**src/rtl/tm8_pkg.sv**
```systemverilog
// shared constants, register map and carrier types for the 8-bit waveform timer
package tm8_pkg;

  // register byte offsets on the AXI4-Lite slave
  localparam logic [4:0] OFS_CTRL = 5'h00;
  localparam logic [4:0] OFS_COUNT = 5'h04;
  localparam logic [4:0] OFS_COMPARE = 5'h08;
  localparam logic [4:0] OFS_FLAGS = 5'h0c;
  localparam logic [4:0] OFS_STATUS = 5'h10;

  // field positions
  localparam int FLAG_OVF_POS = 0;
  localparam int FLAG_CMP_POS = 1;
  localparam int STAT_OCB_POS = 0;
  localparam int STAT_DOWN_POS = 1;
  localparam int STAT_ACT_LSB = 8;

  // values after reset and fixed counter levels
  localparam logic [8:0] CTRL_RESET = 9'h000;
  localparam logic [7:0] COUNT_RESET = 8'h00;
  localparam logic [7:0] COMPARE_RESET = 8'h00;
  localparam logic [7:0] CNT_BOTTOM = 8'h00;
  localparam logic [7:0] CNT_MAX = 8'hff;

  // clock select: zero stops, one runs on every system clock, others use the prescaler tick
  localparam logic [2:0] CS_STOP = 3'h0;
  localparam logic [2:0] CS_DIRECT = 3'h1;

  // axi response codes
  localparam logic [1:0] RESP_OKAY = 2'h0;
  localparam logic [1:0] RESP_DECERR = 2'h3;

  typedef enum logic [1:0] {
    WM_NORMAL = 2'h0,
    WM_PHASE = 2'h1,
    WM_CTC = 2'h2,
    WM_FAST = 2'h3
  } tm8_wave_t;

  typedef enum logic [1:0] {
    COM_NONE = 2'h0,
    COM_TOGGLE = 2'h1,
    COM_CLEAR = 2'h2,
    COM_SET = 2'h3
  } tm8_com_t;

  // control register layout, bit 8 down to bit 0
  typedef struct packed {
    logic direction;
    logic force_compare_strobe;
    logic [2:0] clock_select;
    tm8_com_t compare_output_mode;
    tm8_wave_t waveform_mode;
  } tm8_ctrl_t;

endpackage : tm8_pkg

```
**src/rtl/tm8_timer.sv**
```systemverilog
// 8-bit timer/counter with four waveform modes behind an AXI4-Lite register slave
// Operation
// - compare output mode zero leaves the output bit unchanged on any match
// - new output mode acts at next match; force strobe acts at once outside PWM
// - only the waveform mode shapes counting; output mode shapes only the output
// - normal mode increments always, wraps 0xff to 0x00, count writable anytime
// - normal mode sets overflow flag as counter becomes zero; counting never clears it
// - clear-on-compare mode counts up to compare value then clears to zero
// - clear-on-compare compare writes are direct; a missed match runs through 0xff
// - clear-on-compare with output mode 1 toggles output on every match
// - clear-on-compare sets overflow flag passing from max to 0x00
// - fast PWM counts bottom to max, cleared on the next timer clock
// - fast PWM mode 2 clears on match, sets at bottom; mode 3 inverse
// - fast PWM sets overflow flag each time counter reaches max
// - fast PWM compare at bottom gives spike; at max a constant level
// - fast PWM output mode 1 toggles on match with compare buffering kept
// - phase correct counts up, holds max one timer clock, counts down
// - phase correct mode 2 clears on up match, sets on down match; 3 inverts
// - phase correct sets overflow flag each time counter reaches bottom
// - phase correct mode 2 compare at bottom gives constant low, at max constant high
// - phase correct output at max equals up-match result, even without a match
// - phase correct resolution fixed at 8 bits, turning at fixed max
// - compare match sets compare flag; write-one or interrupt service clears it
// - PWM compare writes go through a buffer loaded at top or bottom
// - a counter write blocks compare matches for the next timer clock
// - clock select zero stops the counter; software still reads and writes it
module tm8_timer (
  input wire logic aclk,
  input wire logic aresetn,
  input wire logic [4:0] s_axi_awaddr,
  input wire logic [2:0] s_axi_awprot,
  input wire logic s_axi_awvalid,
  output logic s_axi_awready,
  input wire logic [31:0] s_axi_wdata,
  input wire logic [3:0] s_axi_wstrb,
  input wire logic s_axi_wvalid,
  output logic s_axi_wready,
  output logic [1:0] s_axi_bresp,
  output logic s_axi_bvalid,
  input wire logic s_axi_bready,
  input wire logic [4:0] s_axi_araddr,
  input wire logic [2:0] s_axi_arprot,
  input wire logic s_axi_arvalid,
  output logic s_axi_arready,
  output logic [31:0] s_axi_rdata,
  output logic [1:0] s_axi_rresp,
  output logic s_axi_rvalid,
  input wire logic s_axi_rready,
  input wire logic prescale_tick,
  input wire logic overflow_service,
  input wire logic compare_service,
  output logic overflow_flag,
  output logic compare_flag,
  output logic compare_output_pin,
  output logic compare_output_pin_oe
);

  tm8_pkg::tm8_ctrl_t ctrl;
  logic [7:0] counter_value;
  logic [7:0] compare_value;
  logic [7:0] compare_buffer;
  logic count_down;
  logic match_block;
  logic compare_output_bit;
  logic [4:0] aw_addr;
  logic aw_held;
  logic [31:0] w_data;
  logic [3:0] w_strb;
  logic w_held;

  // write channel: address and data are caught independently, the write fires once both are held
  wire wr_fire = aw_held && w_held && !s_axi_bvalid;
  wire [31:0] wr_mask = {{8{w_strb[3]}}, {8{w_strb[2]}}, {8{w_strb[1]}}, {8{w_strb[0]}}};
  wire wr_ctrl = wr_fire && (aw_addr == tm8_pkg::OFS_CTRL);
  wire wr_count = wr_fire && (aw_addr == tm8_pkg::OFS_COUNT) && w_strb[0];
  wire wr_compare = wr_fire && (aw_addr == tm8_pkg::OFS_COMPARE) && w_strb[0];
  wire wr_flags = wr_fire && (aw_addr == tm8_pkg::OFS_FLAGS) && w_strb[0];
  wire wr_mapped = (aw_addr == tm8_pkg::OFS_CTRL) || (aw_addr == tm8_pkg::OFS_COUNT) ||
                   (aw_addr == tm8_pkg::OFS_COMPARE) || (aw_addr == tm8_pkg::OFS_FLAGS) ||
                   (aw_addr == tm8_pkg::OFS_STATUS);
  wire [31:0] ctrl_merged = ({23'h0, ctrl} & ~wr_mask) | (w_data & wr_mask);
  wire tm8_pkg::tm8_ctrl_t next_ctrl = ctrl_merged[8:0];
  wire force_now = wr_ctrl && next_ctrl.force_compare_strobe;
  // the strobe is judged by the settings written with it, not by the ones it replaces
  wire force_act = force_now && (next_ctrl.compare_output_mode != tm8_pkg::COM_NONE) &&
                   (next_ctrl.waveform_mode == tm8_pkg::WM_NORMAL ||
                    next_ctrl.waveform_mode == tm8_pkg::WM_CTC);

  // mode decode; the output mode never reaches the counter path
  wire tm8_pkg::tm8_wave_t wm = ctrl.waveform_mode;
  wire tm8_pkg::tm8_com_t com = ctrl.compare_output_mode;
  wire is_pwm = (wm == tm8_pkg::WM_PHASE) || (wm == tm8_pkg::WM_FAST);
  wire com_on = (com != tm8_pkg::COM_NONE);

  // timer clock enable: stopped on select zero, else every clock or the prescaler tick
  wire timer_clock_enable = (ctrl.clock_select == tm8_pkg::CS_STOP) ? 1'b0 :
                            (ctrl.clock_select == tm8_pkg::CS_DIRECT) ? 1'b1 : prescale_tick;

  wire at_max = (counter_value == tm8_pkg::CNT_MAX);
  wire at_bottom = (counter_value == tm8_pkg::CNT_BOTTOM);
  // a counter write masks the comparator for one timer clock
  wire match = (counter_value == compare_value) && !match_block;
  wire tick_match = timer_clock_enable && match;

  // counting sequence per waveform mode; a software write has priority
  logic [7:0] next_count;
  logic next_down;
  always_comb begin
    next_count = counter_value;
    next_down = count_down;
    if (wr_count) begin
      next_count = w_data[7:0];
    end else if (timer_clock_enable) begin
      case (wm)
        tm8_pkg::WM_NORMAL: begin
          next_count = counter_value + 8'h01; // wraps 0xff to 0x00
          next_down = 1'b0;
        end
        tm8_pkg::WM_CTC: begin
          // a missed match simply lets the count roll through 0xff
          next_count = match ? tm8_pkg::CNT_BOTTOM : counter_value + 8'h01;
          next_down = 1'b0;
        end
        tm8_pkg::WM_FAST: begin
          next_count = at_max ? tm8_pkg::CNT_BOTTOM : counter_value + 8'h01;
          next_down = 1'b0;
        end
        tm8_pkg::WM_PHASE: begin
          // turns at the fixed max, so max lasts exactly one timer clock
          if (!count_down && at_max) begin
            next_count = counter_value - 8'h01;
            next_down = 1'b1;
          end else if (count_down && at_bottom) begin
            next_count = counter_value + 8'h01;
            next_down = 1'b0;
          end else begin
            next_count = count_down ? counter_value - 8'h01 : counter_value + 8'h01;
          end
        end
        default: begin
          next_count = counter_value;
        end
      endcase
    end
  end

  // overflow event per mode
  wire ovf_event = timer_clock_enable && !wr_count && (
                   ((wm == tm8_pkg::WM_NORMAL || wm == tm8_pkg::WM_CTC) && at_max &&
                    next_count == tm8_pkg::CNT_BOTTOM) ||
                   (wm == tm8_pkg::WM_FAST && at_max) ||
                   (wm == tm8_pkg::WM_PHASE && at_bottom && count_down));

  // buffer reload point: bottom for fast pwm, top for phase correct
  wire reload = timer_clock_enable && at_max && is_pwm;

  // output action of a compare match, or of the force strobe outside pwm
  logic next_ocb;
  always_comb begin
    next_ocb = compare_output_bit;
    if (force_act) begin
      // force uses the freshly written output mode and sets no flag
      case (next_ctrl.compare_output_mode)
        tm8_pkg::COM_TOGGLE: next_ocb = !compare_output_bit;
        tm8_pkg::COM_CLEAR: next_ocb = 1'b0;
        tm8_pkg::COM_SET: next_ocb = 1'b1;
        default: next_ocb = compare_output_bit;
      endcase
    end else if (timer_clock_enable && com_on) begin
      case (wm)
        tm8_pkg::WM_FAST: begin
          // bottom wins over a same-cycle match, giving the constant level at max
          if (com == tm8_pkg::COM_TOGGLE) begin
            if (match) next_ocb = !compare_output_bit;
          end else if (at_max) begin
            next_ocb = (com == tm8_pkg::COM_CLEAR);
          end else if (match) begin
            next_ocb = (com == tm8_pkg::COM_SET);
          end
        end
        tm8_pkg::WM_PHASE: begin
          if (com == tm8_pkg::COM_TOGGLE) begin
            next_ocb = compare_output_bit; // no toggle action in phase correct
          end else if (compare_value == tm8_pkg::CNT_MAX) begin
            next_ocb = (com == tm8_pkg::COM_CLEAR); // constant high non-inverted
          end else if (compare_value == tm8_pkg::CNT_BOTTOM) begin
            next_ocb = (com == tm8_pkg::COM_SET); // constant low non-inverted
          end else if (at_max && !count_down) begin
            next_ocb = (com == tm8_pkg::COM_SET); // up-match level at max
          end else if (match) begin
            next_ocb = count_down ? (com == tm8_pkg::COM_CLEAR) : (com == tm8_pkg::COM_SET);
          end
        end
        default: begin
          // normal and ctc: toggle, clear or set on match
          if (match) begin
            case (com)
              tm8_pkg::COM_TOGGLE: next_ocb = !compare_output_bit;
              tm8_pkg::COM_CLEAR: next_ocb = 1'b0;
              tm8_pkg::COM_SET: next_ocb = 1'b1;
              default: next_ocb = compare_output_bit;
            endcase
          end
        end
      endcase
    end
  end

  // control register; the force bit is a strobe and never stored
  always_ff @(posedge aclk) begin
    if (!aresetn) begin
      ctrl <= tm8_pkg::CTRL_RESET;
    end else if (wr_ctrl) begin
      ctrl <= {next_ctrl.direction, 1'b0, next_ctrl[6:0]};
    end
  end

  // counter, direction and match blocking
  always_ff @(posedge aclk) begin
    if (!aresetn) begin
      counter_value <= tm8_pkg::COUNT_RESET;
      count_down <= 1'b0;
      match_block <= 1'b0;
    end else begin
      counter_value <= next_count;
      count_down <= next_down;
      match_block <= wr_count || (match_block && !timer_clock_enable);
    end
  end

  // compare value: direct outside pwm, through the buffer in pwm modes
  always_ff @(posedge aclk) begin
    if (!aresetn) begin
      compare_value <= tm8_pkg::COMPARE_RESET;
      compare_buffer <= tm8_pkg::COMPARE_RESET;
    end else begin
      if (wr_compare) compare_buffer <= w_data[7:0];
      if (wr_compare && !is_pwm) begin
        compare_value <= w_data[7:0];
      end else if (reload) begin
        compare_value <= compare_buffer;
      end
    end
  end

  // sticky flags: an event in the clearing cycle wins
  always_ff @(posedge aclk) begin
    if (!aresetn) begin
      overflow_flag <= 1'b0;
      compare_flag <= 1'b0;
    end else begin
      overflow_flag <= ovf_event ||
        (overflow_flag && !overflow_service && !(wr_flags && w_data[tm8_pkg::FLAG_OVF_POS]));
      compare_flag <= tick_match ||
        (compare_flag && !compare_service && !(wr_flags && w_data[tm8_pkg::FLAG_CMP_POS]));
    end
  end

  // output bit and pin; the pin follows the bit only while an output mode is selected
  always_ff @(posedge aclk) begin
    if (!aresetn) begin
      compare_output_bit <= 1'b0;
      compare_output_pin <= 1'b0;
      compare_output_pin_oe <= 1'b0;
    end else begin
      compare_output_bit <= next_ocb;
      compare_output_pin <= next_ocb && com_on;
      compare_output_pin_oe <= ctrl.direction;
    end
  end

  // axi write address and data holding registers
  always_ff @(posedge aclk) begin
    if (!aresetn) begin
      aw_held <= 1'b0;
      w_held <= 1'b0;
      aw_addr <= 5'h00;
      w_data <= 32'h0;
      w_strb <= 4'h0;
    end else begin
      if (s_axi_awvalid && s_axi_awready) begin
        aw_held <= 1'b1;
        aw_addr <= s_axi_awaddr;
      end else if (wr_fire) begin
        aw_held <= 1'b0;
      end
      if (s_axi_wvalid && s_axi_wready) begin
        w_held <= 1'b1;
        w_data <= s_axi_wdata;
        w_strb <= s_axi_wstrb;
      end else if (wr_fire) begin
        w_held <= 1'b0;
      end
    end
  end

  // ready is offered only while the holding slot is empty; costs one cycle per beat
  always_ff @(posedge aclk) begin
    if (!aresetn) begin
      s_axi_awready <= 1'b0;
      s_axi_wready <= 1'b0;
      s_axi_bvalid <= 1'b0;
      s_axi_bresp <= tm8_pkg::RESP_OKAY;
    end else begin
      s_axi_awready <= !aw_held && !(s_axi_awvalid && s_axi_awready);
      s_axi_wready <= !w_held && !(s_axi_wvalid && s_axi_wready);
      if (wr_fire) begin
        s_axi_bvalid <= 1'b1;
        s_axi_bresp <= wr_mapped ? tm8_pkg::RESP_OKAY : tm8_pkg::RESP_DECERR;
      end else if (s_axi_bready) begin
        s_axi_bvalid <= 1'b0;
      end
    end
  end

  // read mux; the compare register reads back what software last wrote
  wire [31:0] status_word = {16'h0, compare_value, 6'h00, count_down, compare_output_bit};
  wire [31:0] rd_word =
    (s_axi_araddr == tm8_pkg::OFS_CTRL) ? {23'h0, ctrl} :
    (s_axi_araddr == tm8_pkg::OFS_COUNT) ? {24'h0, counter_value} :
    (s_axi_araddr == tm8_pkg::OFS_COMPARE) ? {24'h0, compare_buffer} :
    (s_axi_araddr == tm8_pkg::OFS_FLAGS) ? {30'h0, compare_flag, overflow_flag} :
    (s_axi_araddr == tm8_pkg::OFS_STATUS) ? status_word : 32'h0;
  wire rd_mapped = (s_axi_araddr == tm8_pkg::OFS_CTRL) || (s_axi_araddr == tm8_pkg::OFS_COUNT) ||
                   (s_axi_araddr == tm8_pkg::OFS_COMPARE) || (s_axi_araddr == tm8_pkg::OFS_FLAGS) ||
                   (s_axi_araddr == tm8_pkg::OFS_STATUS);

  // read channel: one read at a time, answer one cycle after the address is taken
  always_ff @(posedge aclk) begin
    if (!aresetn) begin
      s_axi_arready <= 1'b0;
      s_axi_rvalid <= 1'b0;
      s_axi_rdata <= 32'h0;
      s_axi_rresp <= tm8_pkg::RESP_OKAY;
    end else begin
      s_axi_arready <= !s_axi_rvalid && !(s_axi_arvalid && s_axi_arready);
      if (s_axi_arvalid && s_axi_arready) begin
        s_axi_rvalid <= 1'b1;
        s_axi_rdata <= rd_word;
        s_axi_rresp <= rd_mapped ? tm8_pkg::RESP_OKAY : tm8_pkg::RESP_DECERR;
      end else if (s_axi_rready) begin
        s_axi_rvalid <= 1'b0;
      end
    end
  end
endmodule : tm8_timer

```
**config.mk**
```make
export PLATFORM = sky130hd
export DESIGN_NAME = tm8_timer
export DESIGN_NICKNAME = d
export VERILOG_FILES = /design/src/rtl/tm8_pkg.sv /design/src/rtl/tm8_timer.sv
export SDC_FILE = /design/constraint.sdc
export NUM_CORES = 1
export LEC_CHECK = 0
export ABC_AREA = 1
export BUFFER_PORTS_ARGS = -buffer_cell sky130_fd_sc_hd__buf_2
export CORE_ASPECT_RATIO = 2
export CORE_MARGIN = 8
export CORE_UTILIZATION = 35
export CTS_CLUSTER_DIAMETER = 150
export DETAILED_ROUTE_END_ITERATION = 10
export PLACE_DENSITY_LB_ADDON = 0.15
export SYNTH_ARGS = -nofsm -noshare
export SYNTH_HDL_FRONTEND = slang
export SYNTH_SLANG_ARGS = --single-unit
```
**constraint.sdc**
```tcl
create_clock -name aclk -period 3.9 [get_ports aclk]
set_input_delay 0.78 -clock aclk [delete_from_list [all_inputs] [get_ports aclk]]
set_output_delay 0.78 -clock aclk [all_outputs]
set_load 0.005 [all_outputs]
```
---- Yosys cells after proc, flatten, opt, wreduce, memory -nomap -nowiden ----
Cells that the tools add are included.
storage, ports and cells
  word-level logic and storage cells ...... 193
  output and inout bits ................... 45
  input port bits ......................... 62
  register bits ........................... 98
operators by class
  bitwise logic cells ..................... 5
  equal/unequal tests ..................... 23
  $add $sub $neg .......................... 2
  multiplexer cells ....................... 45
  reduce and logical (&&, ||, !) cells .... 91
operators with widths
  operator             number
  $mux 16              5
  $mux 8               9
  $logic_and 1x1->1    41
  $pmux 8 s4           1
  $logic_not 8->1      3
  $mux 1               24
  $eq 5x4->1 const B   4
  $and 9x9->9          2
  $logic_not 1->1      17
  $eq 8x8->1 const B   2
  $logic_or 1x1->1     16
  $eq 2x2->1 const B   7
  $reduce_bool 2->1    7
  $eq 5x3->1 const B   2
  $eq 5x5->1 const B   2
  $logic_not 5->1      2
  $not 9->9            1
  $or 9x9->9           1
  $add 8x1->8 const B  1
  $eq 8x8->1           1
  $sub 8x1->8 const B  1
  $eq 2x1->1 const B   3
  $pmux 1 s3           2
  $logic_not 2->1      2
  other kinds (8)      10

---- Depth between registers and ports, before layout ----
  depth after elaboration ................. 13
  mapped depth ............................ 20
  gate-level depth less buffers ........... 20

---- Worst setup path after synthesis ----
No wires, ideal clock.
  path type ............................... input to register
  from .................................... in prescale_tick
  to ...................................... reg compare_value[1]
  path slack .............................. 1.787 ns
  data arrival time ....................... 1.997 ns
  data required time ...................... 3.785 ns
  stages on the path ...................... 10
  path buffers ............................ 0
  setup time .............................. 0.115 ns
  cell sequence ........................... inv_1 nand2_1 o21a_1 clkinv_1 nor3_2 nor2_1 inv_1 o22ai_1 o21ai_0 inv_1
on the way
  word-level cells in the longest chain between the ends .. 5
RTL lines
  element                         line              RTL
  from (decl)                     tm8_timer.sv:49   input wire logic prescale_tick,
  $mux 1                          tm8_timer.sv:97   (ctrl.clock_select == tm8_pkg::CS_DIRECT) ? 1'b1 : prescale_tick;
  $mux 1                          tm8_timer.sv:96   wire timer_clock_enable = (ctrl.clock_select == tm8_pkg::CS_STOP) ? 1'b0 :
  $logic_and 1x1->1 (2 in a row)  tm8_timer.sv:155  wire reload = timer_clock_enable && at_max && is_pwm;
  $reduce_bool 2->1 (no line)     -
  to (signal assigned)            tm8_timer.sv:234  compare_value <= tm8_pkg::COMPARE_RESET;
  to (signal assigned)            tm8_timer.sv:239  compare_value <= w_data[7:0];
  to (signal assigned)            tm8_timer.sv:241  compare_value <= compare_buffer;
  to (decl)                       tm8_timer.sv:60   logic [7:0] compare_value;
No other way between the ends.
A chain may end at the register's enable or synchronous reset.

---- Worst setup path in the final report ----
  from .................................... reg counter_value[2]
  to ...................................... reg overflow_flag
on the way
  word-level cells in the longest chain between the ends .. 13
  elaborated cells between the ends (all ways) .. 26
  those cells by class .................... 2 x add/sub; 2 x eq/ne; 8 x mux; 14 x reduce/logical
RTL lines
  element                                             line                                RTL
  from (decl)                                         tm8_timer.sv:59                     logic [7:0] counter_value;
  from (signal assigned)                              tm8_timer.sv:221                    counter_value <= tm8_pkg::COUNT_RESET;
  from (signal assigned)                              tm8_timer.sv:225                    counter_value <= next_count;
  $add 8x1->8, or another cell as far along           -
  $mux 8 / $logic_and 1x1->1 (equally long branches)  tm8_timer.sv:137, tm8_timer.sv:133
  $mux 8                                              tm8_timer.sv:133                    end else if (count_down && at_bottom) begin
  $mux 8                                              tm8_timer.sv:130                    if (!count_down && at_max) begin
  $pmux 8 s4                                          tm8_timer.sv:114                    case (wm)
  $mux 8                                              tm8_timer.sv:113                    end else if (timer_clock_enable) begin
  $mux 8                                              tm8_timer.sv:111                    if (wr_count) begin
  $logic_not 8->1                                     tm8_timer.sv:150                    next_count == tm8_pkg::CNT_BOTTOM) ||
  $logic_and 1x1->1                                   tm8_timer.sv:149                    ((wm == tm8_pkg::WM_NORMAL || wm == tm8_pkg::WM_CTC) && at_max &&
  $logic_or 1x1->1                                    tm8_timer.sv:150
  $logic_or 1x1->1 (*)                                tm8_timer.sv:151                    (wm == tm8_pkg::WM_FAST && at_max) ||
  $logic_and 1x1->1 (*)                               tm8_timer.sv:148                    wire ovf_event = timer_clock_enable && !wr_count && (
  $logic_or 1x1->1 (*)                                tm8_timer.sv:252                    overflow_flag <= ovf_event ||
  to (signal assigned)                                tm8_timer.sv:252
  to (decl)                                           tm8_timer.sv:52                     output logic overflow_flag,
Every way passes the cells marked *; elsewhere a longest branch is shown, timed or not.

==> metrics.yaml <==
worst_setup_path:
  critPathMaxFanout: 10
  critical_path.startpoint_type: "register"
  r2r_slack_ns: 1.23
  worst_r2r_path_depth: 16
  gate_family_responsible_for_the_most_delay_along_the_worst_path: "simple AND/OR/NAND/NOR gates"
  end_kind: "register"
  crit_arrival_ns: 2.94
  timing.critical_path.slowest_stage_cell: "sky130_fd_sc_hd__dfxtp_1"
  crit_type: "register to register"
  reg2reg_to: "overflow_flag$_SDFF_PN0_"
  cp_slowest_stage_delay_ns: 0.55
  required_ns: 4.16
  critical_path.most_common_cell: "sky130_fd_sc_hd__nand2_1"
  worstPathBufferInverterCount: 1
  crit_chain: "inv_1 > nand2_1 > nand2_1 > nor2_1 > nand3_2 > nand2_1 > nand4_2 > nand2_1 > nand2_1 > a21oi_2 > nand2_1 > nor2_1 > nand3_1 > nand3_1 > nand2_1 > a21oi_2"
  r2r-start: "counter_value[2]$_SDFF_PN0_"
synthesis:
  syn_avg_cell_area_um2: 6.66
  synth_area_um2: 4440
  seq_total_area_yosys_pct: 36.1
  number_of_register_bits_inferred_by_synthesis: 80
  synth_cell_types: 37
  postSynthCellCount: 666
  yosys_warnings: 0
detailed_routing:
  remaining_drc_errors: 0
  detailedRoute.firstPassIterationCount: 5
  drt_first_iter_violations: 254
  routedWlPerCell_um: 16.7
  dr_vias_cell: 5.21
  via_count: 4538
  drt.antenna.violating_nets: 0
  routed_wirelength_um: 14500
grt:
  track_usage_pct: 17.9
  met1_usage_pct: 17.0
  grt_overflow: 0
  gr-max-usage-layer: "met2"
  antenna_violations_before_repair: 0
  maximum_number_of_pins_on_one_net_before_global_route_repair: 62
  first_global_vias: 4507
  grt_util_met3_pct: 2.87
  grt_util_met2_pct: 33.6
  wire_length_of_the_first_global_routing_pass_um: 23000
sta:
  timing.hold.ws_ns: 0.433
  final.min_clock_period_ns: 2.67
  setup_repair_after_global_routing_missed_its_margin: "false"
  slew_headroom_pct: 38.8
  setup_tns_ns: 0
  skew_ns: 0.00753
  final_slew_violations: 0
  final_hold_viol_count: 0
  fin_crit_sh_pct: 68.6
  achievable-frequency_ghz: 0.374
  worst-slew-pin-transition_ns: 0.917
  setup_viol: 0
clocking:
  cts-buffers-inserted: 9
  clock_sink_count: 80
  clockBufferDepth: 2
  holdBufCountCts: 0
  clk_pin_slew_ns: 0.06
  clock_tree.htree_level_count: 3
  clock_tree_from_tritoncts: "built"
  worst_skew_pair.late_latency_ns: 0.34
  cts.repair.resized: 0
  cts_setup_buffers: 0
  cts.root.buffer_cell: "sky130_fd_sc_hd__clkbuf_16"
power_and_ir_drop:
  pwr_density_cell_nw_per_um2: 371
  power.ir.vdd_worst_uv: 255
  share_of_power_burned_in_the_clock_network_pct: 46.8
  power.share.sequential_pct: 45.7
  p_comb_share_pct: 7.5
  internal_power_w: 0.00143
  p_sw_share_pct: 24.6
  p_sw_w: 0.000465
  fin_total_pwr_w: 0.00189
  static-leakage-power_nw: 2.35
hold_path:
  timing.hold.worst.class: "register to register"
  hold_path_end: "compare_output_pin_oe$_SDFF_PN0_"
  hold_depth: 2
run_status:
  result_of_the_run: "completed"
finish:
  final_net_count: 781
  antenna-diode-count: 0
  syn_to_final_growth_pct: 14.8
  drive_gt1_share_pct: 14.8
  finish.cell_count_without_fillers: 871
  utilization_pct: 40.8
floorplanning:
  floorplan.die.width_um: 95.6
  core_area_um2: 12500
  dieHeight_um: 175
  num_io_pins: 107
  initial_core_util_pct: 35.6
  std_cell_rows: 58
  die_area_um2: 16800
placed_design:
  detailed_place_hpwl_um: 11500
  portBuffers: 59
  placed_insts: 855
  gpl.final_weighted_congestion: 0.888
flow_run:
  max_cap_violations: 0
-- worst reg2reg max path, stage by stage, from the launching register on --
cell,delay (ns)
sky130_fd_sc_hd__dfxtp_1,0.55
sky130_fd_sc_hd__inv_1,0.24
sky130_fd_sc_hd__nand2_1,0.10
sky130_fd_sc_hd__nand2_1,0.05
sky130_fd_sc_hd__nor2_1,0.17
sky130_fd_sc_hd__nand3_2,0.21
sky130_fd_sc_hd__nand2_1,0.12
sky130_fd_sc_hd__nand4_2,0.18
sky130_fd_sc_hd__nand2_1,0.11
sky130_fd_sc_hd__nand2_1,0.06
sky130_fd_sc_hd__a21oi_2,0.16
sky130_fd_sc_hd__nand2_1,0.06
sky130_fd_sc_hd__nor2_1,0.19
sky130_fd_sc_hd__nand3_1,0.12
sky130_fd_sc_hd__nand3_1,0.09
sky130_fd_sc_hd__nand2_1,0.07
sky130_fd_sc_hd__a21oi_2,0.11
-- power by group through the flow --
stage / logic [W] / clock network (W) / registers [W]
final: 0.000142 / 0.000887 / 0.000864
after global routing: 0.000162 / 0.000930 / 0.000868
after CTS: 0.000143 / 0.000901 / 0.000864
after detailed placement: 0.000142 / 0 / 0.000882
after global placement: 0.000140 / 0 / 0.000881
after floorplan: 0.000104 / 0 / 0.000876
-- cells by family after synthesis --
family / share of synthesized area, %
simple gates: 27.5
compound gates: 20.4
buf+inv: 13.7
flops: 36.1
xor+xnor: 1.38
fa+ha+maj: 0.846
other cells: 0.0845
-- through the flow --
| step | instance area [µm²] | setup slack, ns |
|---|---|---|
| after CTS | 5100 | 1.27 |
| after global placement | 4780 | 1.24 |
| after detailed placement | 4780 | 1.23 |
| final | 5100 | 1.23 |
| after global routing | 5100 | 1.01 |
| after floorplan | 4490 | 1.79 |
-- metal layers --
layer / part of all wire (%) / routed length (µm) / vias to the layer above
li1: - / - / 2268
met1: 35 / 5040 / 2078
met2: 56 / 8080 / 147
met3: 4.3 / 621 / 45
met4: 5.6 / 809 / 0
met5: 0 / 0 / -
-- sequential cells by signal (all words and copies together), names as in the netlist, 2 cells and up, named ones only --
name / flops
aw_addr: 5
com: 2
compare_buffer: 8
compare_value: 8
counter_value: 8
s_axi_rdata: 16
w_data: 9
w_strb: 2
-- synth_stat cells, drive strengths merged --
cell type / n / area, µm²
nand2: 128 / 485
inv: 102 / 383
dfxtp: 80 / 1600
o21ai: 70 / 350
nor2: 65 / 254
a21oi: 56 / 288
nand3: 45 / 240
buf: 23 / 164
nand4: 16 / 113
clkbuf: 15 / 56.3
nor3: 12 / 76.3
o31ai: 9 / 67.6
o211ai: 8 / 60.1
o22ai: 8 / 50.1
xor2: 7 / 61.3
nor4: 4 / 31.3
o221a: 4 / 45.0
ha: 3 / 37.5
o221ai: 3 / 26.3
a31oi: 2 / 12.5
or2: 2 / 12.5
clkinv: 1 / 3.75
conb: 1 / 3.75
nor3b: 1 / 7.51
o21a: 1 / 7.51
-- layout make-up --
cell class              instances  area [µm²]
multi-input cells             460        2290
clock buffers                  11         253
well taps                     150         188
inverters                     103         387
fillers                      1385        7390
flip-flops and latches         80        1600
clock inverters                 5        63.8
repair buffers                 62         318
-- layout by cell type, fill, tap and decap left out, drive strengths merged, types with 2 or more instances in the layout --
cell type / synthesis / final
nand2: 128 / 128
inv: 102 / 103
dfxtp: 80 / 80
o21ai: 70 / 70
nor2: 65 / 65
buf: 23 / 62
a21oi: 56 / 56
nand3: 45 / 45
conb: 1 / 16
nand4: 16 / 16
nor3: 12 / 12
clkbuf: 15 / 11
o31ai: 9 / 9
o211ai: 8 / 8
o22ai: 8 / 8
xor2: 7 / 7
o221a: 4 / 4
nor4: 4 / 4
o221ai: 3 / 3
ha: 3 / 3
clkinv: 1 / 3
a31oi: 2 / 2
or2: 2 / 2
-- worst max-delay path by stage --
stage / from / end / slack (ns) / cells after the start
6_report: counter_value[2]$_SDFF_PN0_ / overflow_flag$_SDFF_PN0_ / 1.23 / 16
5_1_grt: counter_value[2]$_SDFF_PN0_ / overflow_flag$_SDFF_PN0_ / 1.01 / 16
4_1_cts: counter_value[2]$_SDFF_PN0_ / overflow_flag$_SDFF_PN0_ / 1.27 / 16
3_5_place_dp: prescale_tick / overflow_flag$_SDFF_PN0_ / 1.23 / 14
3_3_place_gp: prescale_tick / overflow_flag$_SDFF_PN0_ / 1.24 / 14
2_1_floorplan: prescale_tick / compare_value[1]$_SDFFE_PN0P_ / 1.79 / 10
(Power assumes the default switching activity.)
